==> config.mk <==
export PLATFORM = sky130hd
export DESIGN_NAME = asswc_ctrl
export DESIGN_NICKNAME = d
export VERILOG_FILES = /design/src/inc/asswc_pkg.sv /design/src/logic/asswc_ctrl.sv /design/src/logic/asswc_timer.sv
export SDC_FILE = /design/constraint.sdc
export NUM_CORES = 1
export LEC_CHECK = 0
export BUFFER_PORTS_ARGS = -buffer_cell sky130_fd_sc_hd__buf_2
export CORE_ASPECT_RATIO = 0.7
export CORE_UTILIZATION = 40
export DETAILED_ROUTE_END_ITERATION = 12
export MAX_ROUTING_LAYER = met4
export PLACE_DENSITY = 0.79
export SYNTH_ARGS = -nofsm -noshare
export SYNTH_HDL_FRONTEND = slang
export SYNTH_HIERARCHICAL = 1
export SYNTH_SLANG_ARGS = --single-unit
==> constraint.sdc <==
create_clock -name clk_sys -period 2.1 [get_ports clk_sys]
set_input_delay 0.42 -clock clk_sys [delete_from_list [all_inputs] [get_ports clk_sys]]
set_output_delay 0.42 -clock clk_sys [all_outputs]
set_load 0.02 [all_outputs]
==> src/inc/asswc_pkg.sv <==
// constants, register layout and state codes for the area-4 sram strobe/wait controller
// assumes one 250 MHz clock; one clock period is one half of an external bus cycle
package asswc_pkg;

    // register offsets on the wishbone slave (byte addresses)
    localparam logic [7:0]  WCR_OFFSET        = 8'h00;
    localparam logic [7:0]  STAT_OFFSET       = 8'h04;

    // field positions of area4_wait_control
    localparam int          STYLE_BIT         = 20;
    localparam int          WRWAIT_LSB        = 16;
    localparam int          SETUP_LSB         = 11;
    localparam int          RDWAIT_LSB        = 7;
    localparam int          IGN_BIT           = 6;
    localparam int          HW_LSB            = 0;

    // bits that store a value; every other bit reads as zero
    localparam logic [31:0] WCR_WRITABLE_MASK = 32'h0017_1fc3;
    localparam logic [31:0] WCR_RESET         = 32'h0000_0500;

    // external bus timing
    localparam int          CLK_MHZ           = 250;
    localparam int          HALVES_PER_CYCLE  = 2;
    localparam int          CNT_W             = 6;

    // read wait codes at and above this value are prohibited
    localparam logic [3:0]  RDWAIT_BAD_CODE   = 4'hd;
    localparam logic [4:0]  RDWAIT_BAD_WAIT   = 5'h18;

    typedef enum logic [1:0] {
        ST_IDLE   = 2'b00,
        ST_SETUP  = 2'b01,
        ST_STROBE = 2'b10,
        ST_HOLD   = 2'b11
    } asswc_state_e;

endpackage

==> src/logic/asswc_ctrl.sv <==
// area-4 sram controller: wait control register on classic wishbone, strobe sequencer
// assumes one access requester holding accReq until accDone, pins registered on clk_sys
//
// Summary of operation
// - reads of bits 31..21, 19 and 15..13 of the wait register return zero
// - byte strobe style only changes timing in byte-selection sram mode
// - style 0: byte enables pulse as strobe, direction held low through writes
// - style 1: byte enables held through the access, direction pulses at write timing
// - write wait code 000 reuses the read wait count for writes
// - write wait codes 001 to 111 give code minus one wait cycles, 0 to 6
// - strobe follows address and chip select by 0.5, 1.5, 2.5 or 3.5 cycles
// - read wait codes give 0..6, 8, 10, 12, 14, 18, 24 cycles; 1101..1111 prohibited
// - ext_wait_ignore 0 honours the external wait input, 1 ignores it, even at zero waits
`timescale 1ns/1ps
`default_nettype none
module asswc_ctrl
    import asswc_pkg::*;
(
    input  wire logic        clk_sys,
    input  wire logic        rst,
    input  wire logic        wb_cyc_i,
    input  wire logic        wb_stb_i,
    input  wire logic        wb_we_i,
    input  wire logic [7:0]  wb_adr_i,
    input  wire logic [3:0]  wb_sel_i,
    input  wire logic [31:0] wb_dat_i,
    output logic      [31:0] wb_dat_o,
    output logic             wb_ack_o,
    input  wire logic        accReq,
    input  wire logic        accWrite,
    input  wire logic [25:0] accAddr,
    input  wire logic [31:0] accWdata,
    input  wire logic [3:0]  accByteEn,
    output logic             accDone,
    output logic      [31:0] accRdata,
    input  wire logic        byteSelMode,
    input  wire logic        extWaitN,
    input  wire logic [31:0] memRdata,
    output logic             memBusClk,
    output logic             chipSelectN,
    output logic             readStrobeN,
    output logic      [3:0]  byteLaneEnableN,
    output logic             rdWrN,
    output logic      [25:0] memAddr,
    output logic      [31:0] memWdata,
    output logic             memDataOeN
);
    logic [31:0]      wcr_ff;
    logic [31:0]      wbDat_ff;
    logic             wbAck_ff;
    asswc_state_e     state_ff;
    asswc_state_e     nxt_state;
    logic             busClk_ff;
    logic             curWrite_ff;
    logic [3:0]       curBe_ff;
    logic             curBs_ff;
    logic             accDone_ff;
    logic [31:0]      accRdata_ff;
    logic             csN_ff;
    logic             rdN_ff;
    logic [3:0]       beN_ff;
    logic             rdWrN_ff;
    logic [25:0]      memAddr_ff;
    logic [31:0]      memWdata_ff;
    logic             oeN_ff;
    logic             timerLoad;
    logic [CNT_W-1:0] timerVal;
    logic             expired;
    logic             wbReq;
    logic             accept;
    logic             waitHeld;
    logic [4:0]       waitCycles;
    logic [CNT_W-1:0] phaseCnt_ff;
    logic             pinWrite;
    logic [3:0]       pinBe;
    logic             pinBs;

    function automatic logic [4:0] readWaits(input logic [3:0] code);
        logic [4:0] w;
        w = RDWAIT_BAD_WAIT;
        if (code <= 4'h6) begin
            w = {1'b0, code};
        end else if (code <= 4'ha) begin
            w = 5'(({1'b0, code} - 5'h3) << 1);
        end else if (code == 4'hb) begin
            w = 5'h12;
        end else if (code < RDWAIT_BAD_CODE) begin
            w = 5'h18;
        end
        return w;
    endfunction

    function automatic logic [4:0] writeWaits(input logic [2:0] wtCode, input logic [3:0] rdCode);
        logic [4:0] w;
        w = readWaits(rdCode);
        if (wtCode != 3'h0) begin
            w = 5'({2'b00, wtCode} - 5'h1);
        end
        return w;
    endfunction

    function automatic logic [CNT_W-1:0] oddHalves(input logic [4:0] n);
        return CNT_W'({n, 1'b1}); // 2n+1 half cycles
    endfunction

    // register file: wishbone classic, one wait state, ack for one cycle
    assign wbReq = wb_cyc_i && wb_stb_i && !wbAck_ff;

    always_ff @(posedge clk_sys) begin
        if (rst) begin
            wbAck_ff <= 1'b0;
        end else begin
            wbAck_ff <= wbReq;
        end
    end

    always_ff @(posedge clk_sys) begin
        if (rst) begin
            wcr_ff <= WCR_RESET;
        end else if (wbReq && wb_we_i && wb_adr_i == WCR_OFFSET) begin
            for (int i = 0; i < 4; i++) begin
                if (wb_sel_i[i]) begin
                    // unused bits never store, so a careless write cannot leave ones there
                    wcr_ff[i*8 +: 8] <= wb_dat_i[i*8 +: 8] & WCR_WRITABLE_MASK[i*8 +: 8];
                end
            end
        end
    end

    always_ff @(posedge clk_sys) begin
        if (rst) begin
            wbDat_ff <= '0;
        end else if (wbReq && !wb_we_i) begin
            unique case (wb_adr_i)
                WCR_OFFSET:  wbDat_ff <= wcr_ff & WCR_WRITABLE_MASK;
                STAT_OFFSET: wbDat_ff <= {29'h0, state_ff, !csN_ff};
                default:     wbDat_ff <= '0;
            endcase
        end
    end

    // bus clock runs at half rate; accesses start only as it rises
    always_ff @(posedge clk_sys) begin
        if (rst) begin
            busClk_ff <= 1'b0;
        end else begin
            busClk_ff <= !busClk_ff;
        end
    end

    assign accept   = (state_ff == ST_IDLE) && accReq && !accDone_ff && !busClk_ff;
    assign waitHeld = !wcr_ff[IGN_BIT] && !extWaitN;
    assign waitCycles = curWrite_ff
        ? writeWaits(wcr_ff[WRWAIT_LSB +: 3], wcr_ff[RDWAIT_LSB +: 4])
        : readWaits(wcr_ff[RDWAIT_LSB +: 4]);
    // pins set on the accept edge must not show the previous access's direction or lanes
    assign pinWrite = accept ? accWrite : curWrite_ff;
    assign pinBe    = accept ? accByteEn : curBe_ff;
    assign pinBs    = accept ? byteSelMode : curBs_ff;

    always_comb begin
        nxt_state = state_ff;
        timerLoad = 1'b0;
        timerVal  = '0;
        unique case (state_ff)
            ST_IDLE: begin
                if (accept) begin
                    nxt_state = ST_SETUP;
                    timerLoad = 1'b1;
                    timerVal  = CNT_W'({wcr_ff[SETUP_LSB +: 2], 1'b0});
                end
            end
            ST_SETUP: begin
                if (expired) begin
                    nxt_state = ST_STROBE;
                    timerLoad = 1'b1;
                    timerVal  = oddHalves(waitCycles);
                end
            end
            ST_STROBE: begin
                // the wait input is checked at the end of the strobe, even with no waits
                if (expired && !waitHeld) begin
                    nxt_state = ST_HOLD;
                    timerLoad = 1'b1;
                    timerVal  = CNT_W'({wcr_ff[HW_LSB +: 2], 1'b0});
                end
            end
            ST_HOLD: begin
                if (expired) begin
                    nxt_state = ST_IDLE;
                end
            end
        endcase
    end

    asswc_timer u_timer (
        .clk_sys (clk_sys),
        .rst     (rst),
        .load    (timerLoad),
        .loadVal (timerVal),
        .expired (expired)
    );

    always_ff @(posedge clk_sys) begin
        if (rst) begin
            state_ff <= ST_IDLE;
        end else begin
            state_ff <= nxt_state;
        end
    end

    always_ff @(posedge clk_sys) begin
        if (rst) begin
            curWrite_ff <= 1'b0;
            curBe_ff    <= '0;
            curBs_ff    <= 1'b0;
            memAddr_ff  <= '0;
            memWdata_ff <= '0;
        end else if (accept) begin
            curWrite_ff <= accWrite;
            curBe_ff    <= accByteEn;
            curBs_ff    <= byteSelMode;
            memAddr_ff  <= accAddr;
            memWdata_ff <= accWdata;
        end
    end

    always_ff @(posedge clk_sys) begin
        if (rst) begin
            accDone_ff  <= 1'b0;
            accRdata_ff <= '0;
        end else begin
            accDone_ff <= (state_ff == ST_HOLD) && expired;
            if (state_ff == ST_STROBE && nxt_state == ST_HOLD && !curWrite_ff) begin
                accRdata_ff <= memRdata;
            end
        end
    end

    // pins are decoded from the next state so each one leaves a flip-flop
    always_ff @(posedge clk_sys) begin
        if (rst) begin
            csN_ff   <= 1'b1;
            rdN_ff   <= 1'b1;
            beN_ff   <= 4'hf;
            rdWrN_ff <= 1'b1;
            oeN_ff   <= 1'b1;
        end else begin
            csN_ff   <= (nxt_state == ST_IDLE);
            rdN_ff   <= !(nxt_state == ST_STROBE && !pinWrite);
            oeN_ff   <= !(nxt_state != ST_IDLE && pinWrite);
            beN_ff   <= 4'hf;
            rdWrN_ff <= 1'b1;
            if (pinBs && wcr_ff[STYLE_BIT]) begin
                if (nxt_state != ST_IDLE) begin
                    beN_ff <= ~pinBe;
                end
                rdWrN_ff <= !(nxt_state == ST_STROBE && pinWrite);
            end else begin
                if (nxt_state == ST_STROBE && (pinWrite || pinBs)) begin
                    beN_ff <= ~pinBe;
                end
                rdWrN_ff <= !(nxt_state != ST_IDLE && pinWrite);
            end
        end
    end

    assign wb_dat_o        = wbDat_ff;
    assign wb_ack_o        = wbAck_ff;
    assign accDone         = accDone_ff;
    assign accRdata        = accRdata_ff;
    assign memBusClk       = busClk_ff;
    assign chipSelectN     = csN_ff;
    assign readStrobeN     = rdN_ff;
    assign byteLaneEnableN = beN_ff;
    assign rdWrN           = rdWrN_ff;
    assign memAddr         = memAddr_ff;
    assign memWdata        = memWdata_ff;
    assign memDataOeN      = oeN_ff;

    // helper: clocks spent in the current state
    always_ff @(posedge clk_sys) begin
        if (rst || state_ff != nxt_state) begin
            phaseCnt_ff <= '0;
        end else if (phaseCnt_ff != '1) begin
            phaseCnt_ff <= phaseCnt_ff + CNT_W'(1);
        end
    end
endmodule
`default_nettype wire

==> src/logic/asswc_timer.sv <==
// half-cycle down counter used to time setup, strobe width and hold phases
// assumes load is a one-cycle request; the count stops at zero
`timescale 1ns/1ps
`default_nettype none
module asswc_timer
    import asswc_pkg::*;
(
    input  wire logic             clk_sys,
    input  wire logic             rst,
    input  wire logic             load,
    input  wire logic [CNT_W-1:0] loadVal,
    output logic                  expired
);
    logic [CNT_W-1:0] count_ff;

    // one decrement per clock: each clock is half a bus cycle, so phases land on either bus edge
    always_ff @(posedge clk_sys) begin
        if (rst) begin
            count_ff <= '0;
        end else if (load) begin
            count_ff <= loadVal;
        end else if (count_ff != '0) begin
            count_ff <= count_ff - CNT_W'(1);
        end
    end

    assign expired = (count_ff == '0);
endmodule
`default_nettype wire

Word level (Yosys, flattened, before mapping)
Index checks and enable logic that the tools add are counted.

storage, ports and cells
  register bits after elaboration = 160
  bits in latches = 0
  RAM bits = 0
  ROM bits = 0
  input port bits = 147
  output and inout bits = 133
  word-level logic and storage cells = 104
  memories = 0

cells by class
  add/sub/neg operators = 3
  $mul = 0
  div/mod/pow operators = 0
  $lt $le $gt $ge = 2
  equal/unequal tests = 7
  shift-type cells = 0
  mux-type cells = 28
  bitwise operators = 1
  reduce and logical (&&, ||, !) cells = 43

operators with widths
  cell                                                  count
  case mux 21 bit (2 select lines)                      1
  2-to-1 mux 4 bit                                      5
  2-to-1 mux 5 bit                                      4
  logical AND 1 bit                                     18
  2-to-1 mux 6 bit                                      3
  case mux 6 bit (3 select lines)                       1
  logical NOT 1 bit                                     13
  == test 2 bit (second input constant)                 4
  == test 8 x 3 -> 1 bit (second input constant)        1
  logical NOT 8 bit                                     1
  2-to-1 mux 2 bit                                      4
  case mux 2 bit (4 select lines)                       1
  logical NOT 6 bit                                     1
  2-to-1 mux 1 bit                                      6
  2-to-1 mux 3 bit                                      2
  AND reduction 2 bit                                   3
  nonzero test 6 bit                                    1
  subtractor 6 x 1 -> 6 bit (second input constant)     1
  == test 4 bit (second input constant)                 1
  <= comparator 4 x 3 -> 1 bit (second input constant)  1
  <= comparator 4 bit (second input constant)           1
  logical NOT 2 bit                                     2
  NOT 4 bit                                             1
  nonzero test 2 bit                                    2
  6 further kinds                                       6

Longest topological paths before layout
  depth in word-level cells = 10
  mapped depth = 12
  depth with buffers taken out = 11

Hierarchy
Netlist, hierarchy kept.

modules (own cells, without submodules)
  module       instances  cells an instance  area an instance (µm²)
  asswc_ctrl   1          645                5257.5
  asswc_timer  1          46                 395.4

Least setup slack after synthesis
OpenSTA, ideal clock, no wires.

  path type = reg2reg
  start = register u_timer.count_ff[2]
  end = register u_timer.count_ff[0]
  library setup time = 138 ps
  arrival time = 2104 ps
  data required time = 1962 ps
  slack = -142 ps
  cell stages (with the launch flop) = 10
  path buffers = 1
  period minus slack after synthesis = 2242 ps
  cells stage by stage = dfxtp_1 > or3_4 > nor2_4 > nand2_1 > or3_1 > nand3_1 > clkbuf_1 > nor3b_1 > nand3_1 > o221ai_1

between the ends
  cells in the longest elaborated chain, start to end = 5
  elaborated cells between the ends (all ways) = 10
  those cells by class = mux (6); reduce/logical (4)

ends and longest elaborated chain
  what                                                    RTL line           source
  from (decl)                                             asswc_timer.sv:14  logic [CNT_W-1:0] count_ff;
  from (signal assigned)                                  asswc_timer.sv:21  count_ff <= loadVal;
  from (signal assigned)                                  asswc_timer.sv:23  count_ff <= count_ff - CNT_W'(1);
  logical NOT 6 bit *                                     asswc_timer.sv:27  assign expired = (count_ff == '0);
  named net expired                                       asswc_ctrl.sv:68   logic expired;
  logical AND 1 bit                                       asswc_ctrl.sv:182  if (expired && !waitHeld) begin
  2-to-1 mux 1 bit                                        asswc_ctrl.sv:182
  case mux 1 bit (3 select lines) *                       asswc_ctrl.sv:165  unique case (state_ff)
  named net timerLoad                                     asswc_ctrl.sv:66   logic timerLoad;
  2-to-1 mux 6 bit or nonzero test 2 bit (tied branches)  -

The timed path passes the listed nets; every way through them passes the cells marked *.
A chain may end at the register's enable or synchronous reset.

Final worst setup path
  start = register u_timer.count_ff[4]
  end = register u_timer.count_ff[2]

between the ends
  cells in the longest elaborated chain, start to end = 5
  elaborated cells between the ends (all ways) = 11
  those cells by class = mux (7); reduce/logical (4)

ends and longest elaborated chain
  what                               RTL line           source
  logical NOT 6 bit *                asswc_timer.sv:27
  named net expired                  asswc_ctrl.sv:68
  logical AND 1 bit                  asswc_ctrl.sv:182
  2-to-1 mux 3 bit                   asswc_ctrl.sv:182
  case mux 6 bit (3 select lines) *  asswc_ctrl.sv:165
  named net timerVal[2]              asswc_ctrl.sv:67   logic [CNT_W-1:0] timerVal;
  2-to-1 mux 6 bit *                 asswc_timer.sv:20  end else if (load) begin

Marks and branches as above.

==> flow_summary.yaml <==
clock_tree:
  cts_sinks: 142
  clock-root-buffer: "clkbuf_16"
  numCtsBuffers: 17
  cts_tree: "built"
  clockBufferDepth: 2
  cts.htree.levels: 4
  clkTransAtPathRegs_ns: 0.06
  clk_latency_ns: 0.41
drt:
  wl_um: 16100
  highest_layer: "met4"
  first_pass_iters: 5
  wire_per_inst_um: 14.1
  ant_nets: 0
  drt_iter0_markers: 262
  wl_met3_um: 1330
  vias: 5569
  wl_met2_um: 7380
  wl_met1_um: 7160
  viasPerCell: 4.89
  drc_errors: 0
timing:
  fmax_mhz: 497
  slew_headroom_pct: 55.1
  whs_ns: 0.240
  timing.final.crit_period_ns: 2.01
  fin_crit_sh_pct: 95.9
  rsz0062_at_grt: "yes"
  skew_ns: 0.00897
  hold_violations: 0
  tightest_slew_ns: 0.674
  worst_slack_ns: 0.0866
  drv_slew: 0
  setup_violations: 0
power:
  power.density_nw_per_um2: 1030
  peakVddDrop_uv: 759
  p_leak_nw: 3.47
synthesis:
  seq_area_frac_synth_pct: 50.3
  synth-warning-count: 6
  synthFlopType: "dfxtp_1"
  netlist_area_um2: 5650
  avgSynthCellArea_um2: 8.18
  synth_cells: 691
  ys_types: 57
  synth_async_sr_flop_share_pct: 0
  ys_ff_latch: 142
  synth_edf_count: 0
worst_hold_path:
  holdPathStages: 3
  hold_end: "memWdata[12]$_SDFFE_PP0N_"
  hp-class: "primary input to register"
  hold_path_startpoint: "accWdata[12]"
global_route:
  antenna_found_initial: 0
  grt_usage_pct: 22.5
  grt_remaining_overflow: 0
  grt_start_max_net_pins: 74
  grt_pass1_wl_um: 24500
  grt_pass1_vias: 4964
worst_setup_path:
  reg2reg_slack_ns: 0.09
  worstPathArrival_ns: 2.35
  cp-end-kind: "register"
  r2r_start: "u_timer/count_ff[4]$_SDFFE_PP0P_"
  critPathKind: "register to register"
  required_ns: 2.44
  crit_path_max_fanout: 4
  r2r-end: "u_timer/count_ff[2]$_SDFFE_PP0P_"
  start_kind: "register"
  r2r_cells: 9
die:
  die_y_um: 101
  die_area_um2: 14600
  rows: 35
  initial_core_util_pct: 41.9
  die_w_um: 144
  core_area_um2: 13500
  ios: 280
finish:
  drive_gt1_share_pct: 34.8
  nFillCells: 1288
  nNetsFinal: 1095
  area_growth_pct: 38.5
  insertedDiodeCount: 0
  utilization_pct: 58.0
flow_run:
  drv_cap: 0
placement:
  pre_cts_ws_ns: -0.0215
  dp_hpwl_um: 11600
  place_congestion: 0.780
  io_buffers: 241
run_status:
  run_status: "finished clean"
## per-stage QoR
step / std cells / TNS [ns] / area, um^2 / total power [mW]
after global placement: 1106 / 0 / 7180 / 4.98
after detailed placement: 1106 / -0.0355 / 7180 / 5.01
after global routing: 1140 / -0.0375 / 7830 / 8.52
after CTS: 1139 / 0 / 7790 / 8.09
final: 1140 / 0 / 7830 / 8.09
after floorplan: 708 / 0 / 5730 / 4.31
## Yosys cell counts, drive strengths merged (2+ instances only)
cell type  count  area [um^2]
nand2        201          754
dfxtp        142         2840
a21oi        103          515
clkbuf        43          161
nor2          29          124
buf           21          153
o21ai         16         80.1
a22oi         13         97.6
inv           13         48.8
nand4b        12          105
nand2b        10         62.6
nand3          9         45.0
ha             6         75.1
or3            6         42.5
nor3b          5         37.5
o31ai          5         42.5
nor2b          4         25.0
nor3           4         25.0
nor4           4         46.3
o221ai         4         35.0
or4            4         33.8
a211oi         3         22.5
and2           3         18.8
o22ai          3         18.8
xnor2          3         26.3
a31oi          2         12.5
o2bb2ai        2         17.5
or2            2         12.5
## area by class of cell
| type | instances | area, um^2 | share of cell area (%) |
|---|---|---|---|
| Timing Repair Buffer | 279 | 1540 | 19.7 |
| Multi-Input combinational cell | 489 | 2550 | 32.6 |
| Clock buffer | 19 | 453 | 5.79 |
| Tap cell | 185 | 231 | 2.96 |
| Sequential cell | 142 | 2840 | 36.3 |
| Clock inverter | 13 | 154 | 1.97 |
| Inverter | 13 | 48.8 | 0.623 |
## sequential cells by signal, indices dropped and copies added (netlist names), 2 cells and up
register and cells:
byteLaneEnableN 4, accRdata 32, state_ff 2, wb_dat_o 14, curBe_ff 4, memWdata 32, memAddr 26, u_timer/count_ff 6
wcr_ff 13
## power by group
group | total [mW] | internal, mW | leakage, nW | switching, mW
combinational | 1.97 | 0.833 | 2.02 | 1.13
sequential | 3.06 | 2.93 | 1.15 | 0.129
clock | 3.06 | 1.84 | 0.296 | 1.22
total | 8.09 | 5.60 | 3.47 | 2.49
## cells in the final DEF (no fill, tap or decap), types with 4 or more instances in the layout
cell	n
a21oi_1	102
a22oi_1	13
buf_12	4
buf_2	240
buf_4	35
clkbuf_16	17
clkinv_4	5
conb_1	18
dfxtp_1	142
ha_1	5
inv_1	12
nand2_1	199
nand2b_1	9
nand3_1	8
nand4b_1	12
nor2_1	27
nor2b_1	4
nor3b_1	5
o21ai_0	13
o221ai_1	4
o31ai_1	4
or3_1	4
## worst max-delay path, stage by stage, from the launching register on
cell     delay, ns
dfxtp_1       0.30
or3_4         0.41
nor2_4        0.13
nand2_2       0.09
or3_4         0.39
buf_4         0.16
o32a_1        0.18
nand3_1       0.08
nand2_1       0.08
a21oi_2       0.12
## per-layer routing
| metal | GRT usage [%] | vias up |
|---|---|---|
| met5 | - | - |
| met1 | 28.4 | 2518 |
| met4 | 6.55 | 0 |
| li1 | - | 2797 |
| met2 | 34.8 | 238 |
| met3 | 6.62 | 16 |
## cell families after synthesis
kind of cell             synth area share [%]
flip-flops                               50.3
XOR/XNOR                                0.620
buffers and inverters                    6.42
other                                  0.0663
multiplexers                            0.376
AND/OR/NAND/NOR                          24.3
adder cells (fa/ha/maj)                  1.33
AO/OA/AOI/OAI                            16.6
## timing repair
action	4_1_cts	5_1_grt
setup endpoints to repair	4	26
resized for setup	0	7
hold endpoints to repair	0	0
hold buffers	0	0
pin swaps	1	3
buffers inserted	1	1
## how the worst max path moves through the flow
stage	end	slack [ns]	cells after the start	start
finish	u_timer/count_ff[2]$_SDFFE_PP0P_	0.09	9	u_timer/count_ff[4]$_SDFFE_PP0P_
global route	u_timer/count_ff[4]$_SDFFE_PP0P_	-0.01	9	u_timer/count_ff[4]$_SDFFE_PP0P_
CTS	u_timer/count_ff[3]$_SDFFE_PP0P_	0.03	8	u_timer/count_ff[4]$_SDFFE_PP0P_
detailed placement	byteLaneEnableN[2]$_SDFF_PP1_	-0.02	8	u_timer/count_ff[4]$_SDFFE_PP0P_
global placement	byteLaneEnableN[0]$_SDFF_PP1_	0.04	8	u_timer/count_ff[4]$_SDFFE_PP0P_
floorplan	u_timer/count_ff[0]$_SDFFE_PP0P_	0.008	9	u_timer/count_ff[2]$_SDFFE_PP0P_
No activity file was read; power rests on OpenSTA's default activity.
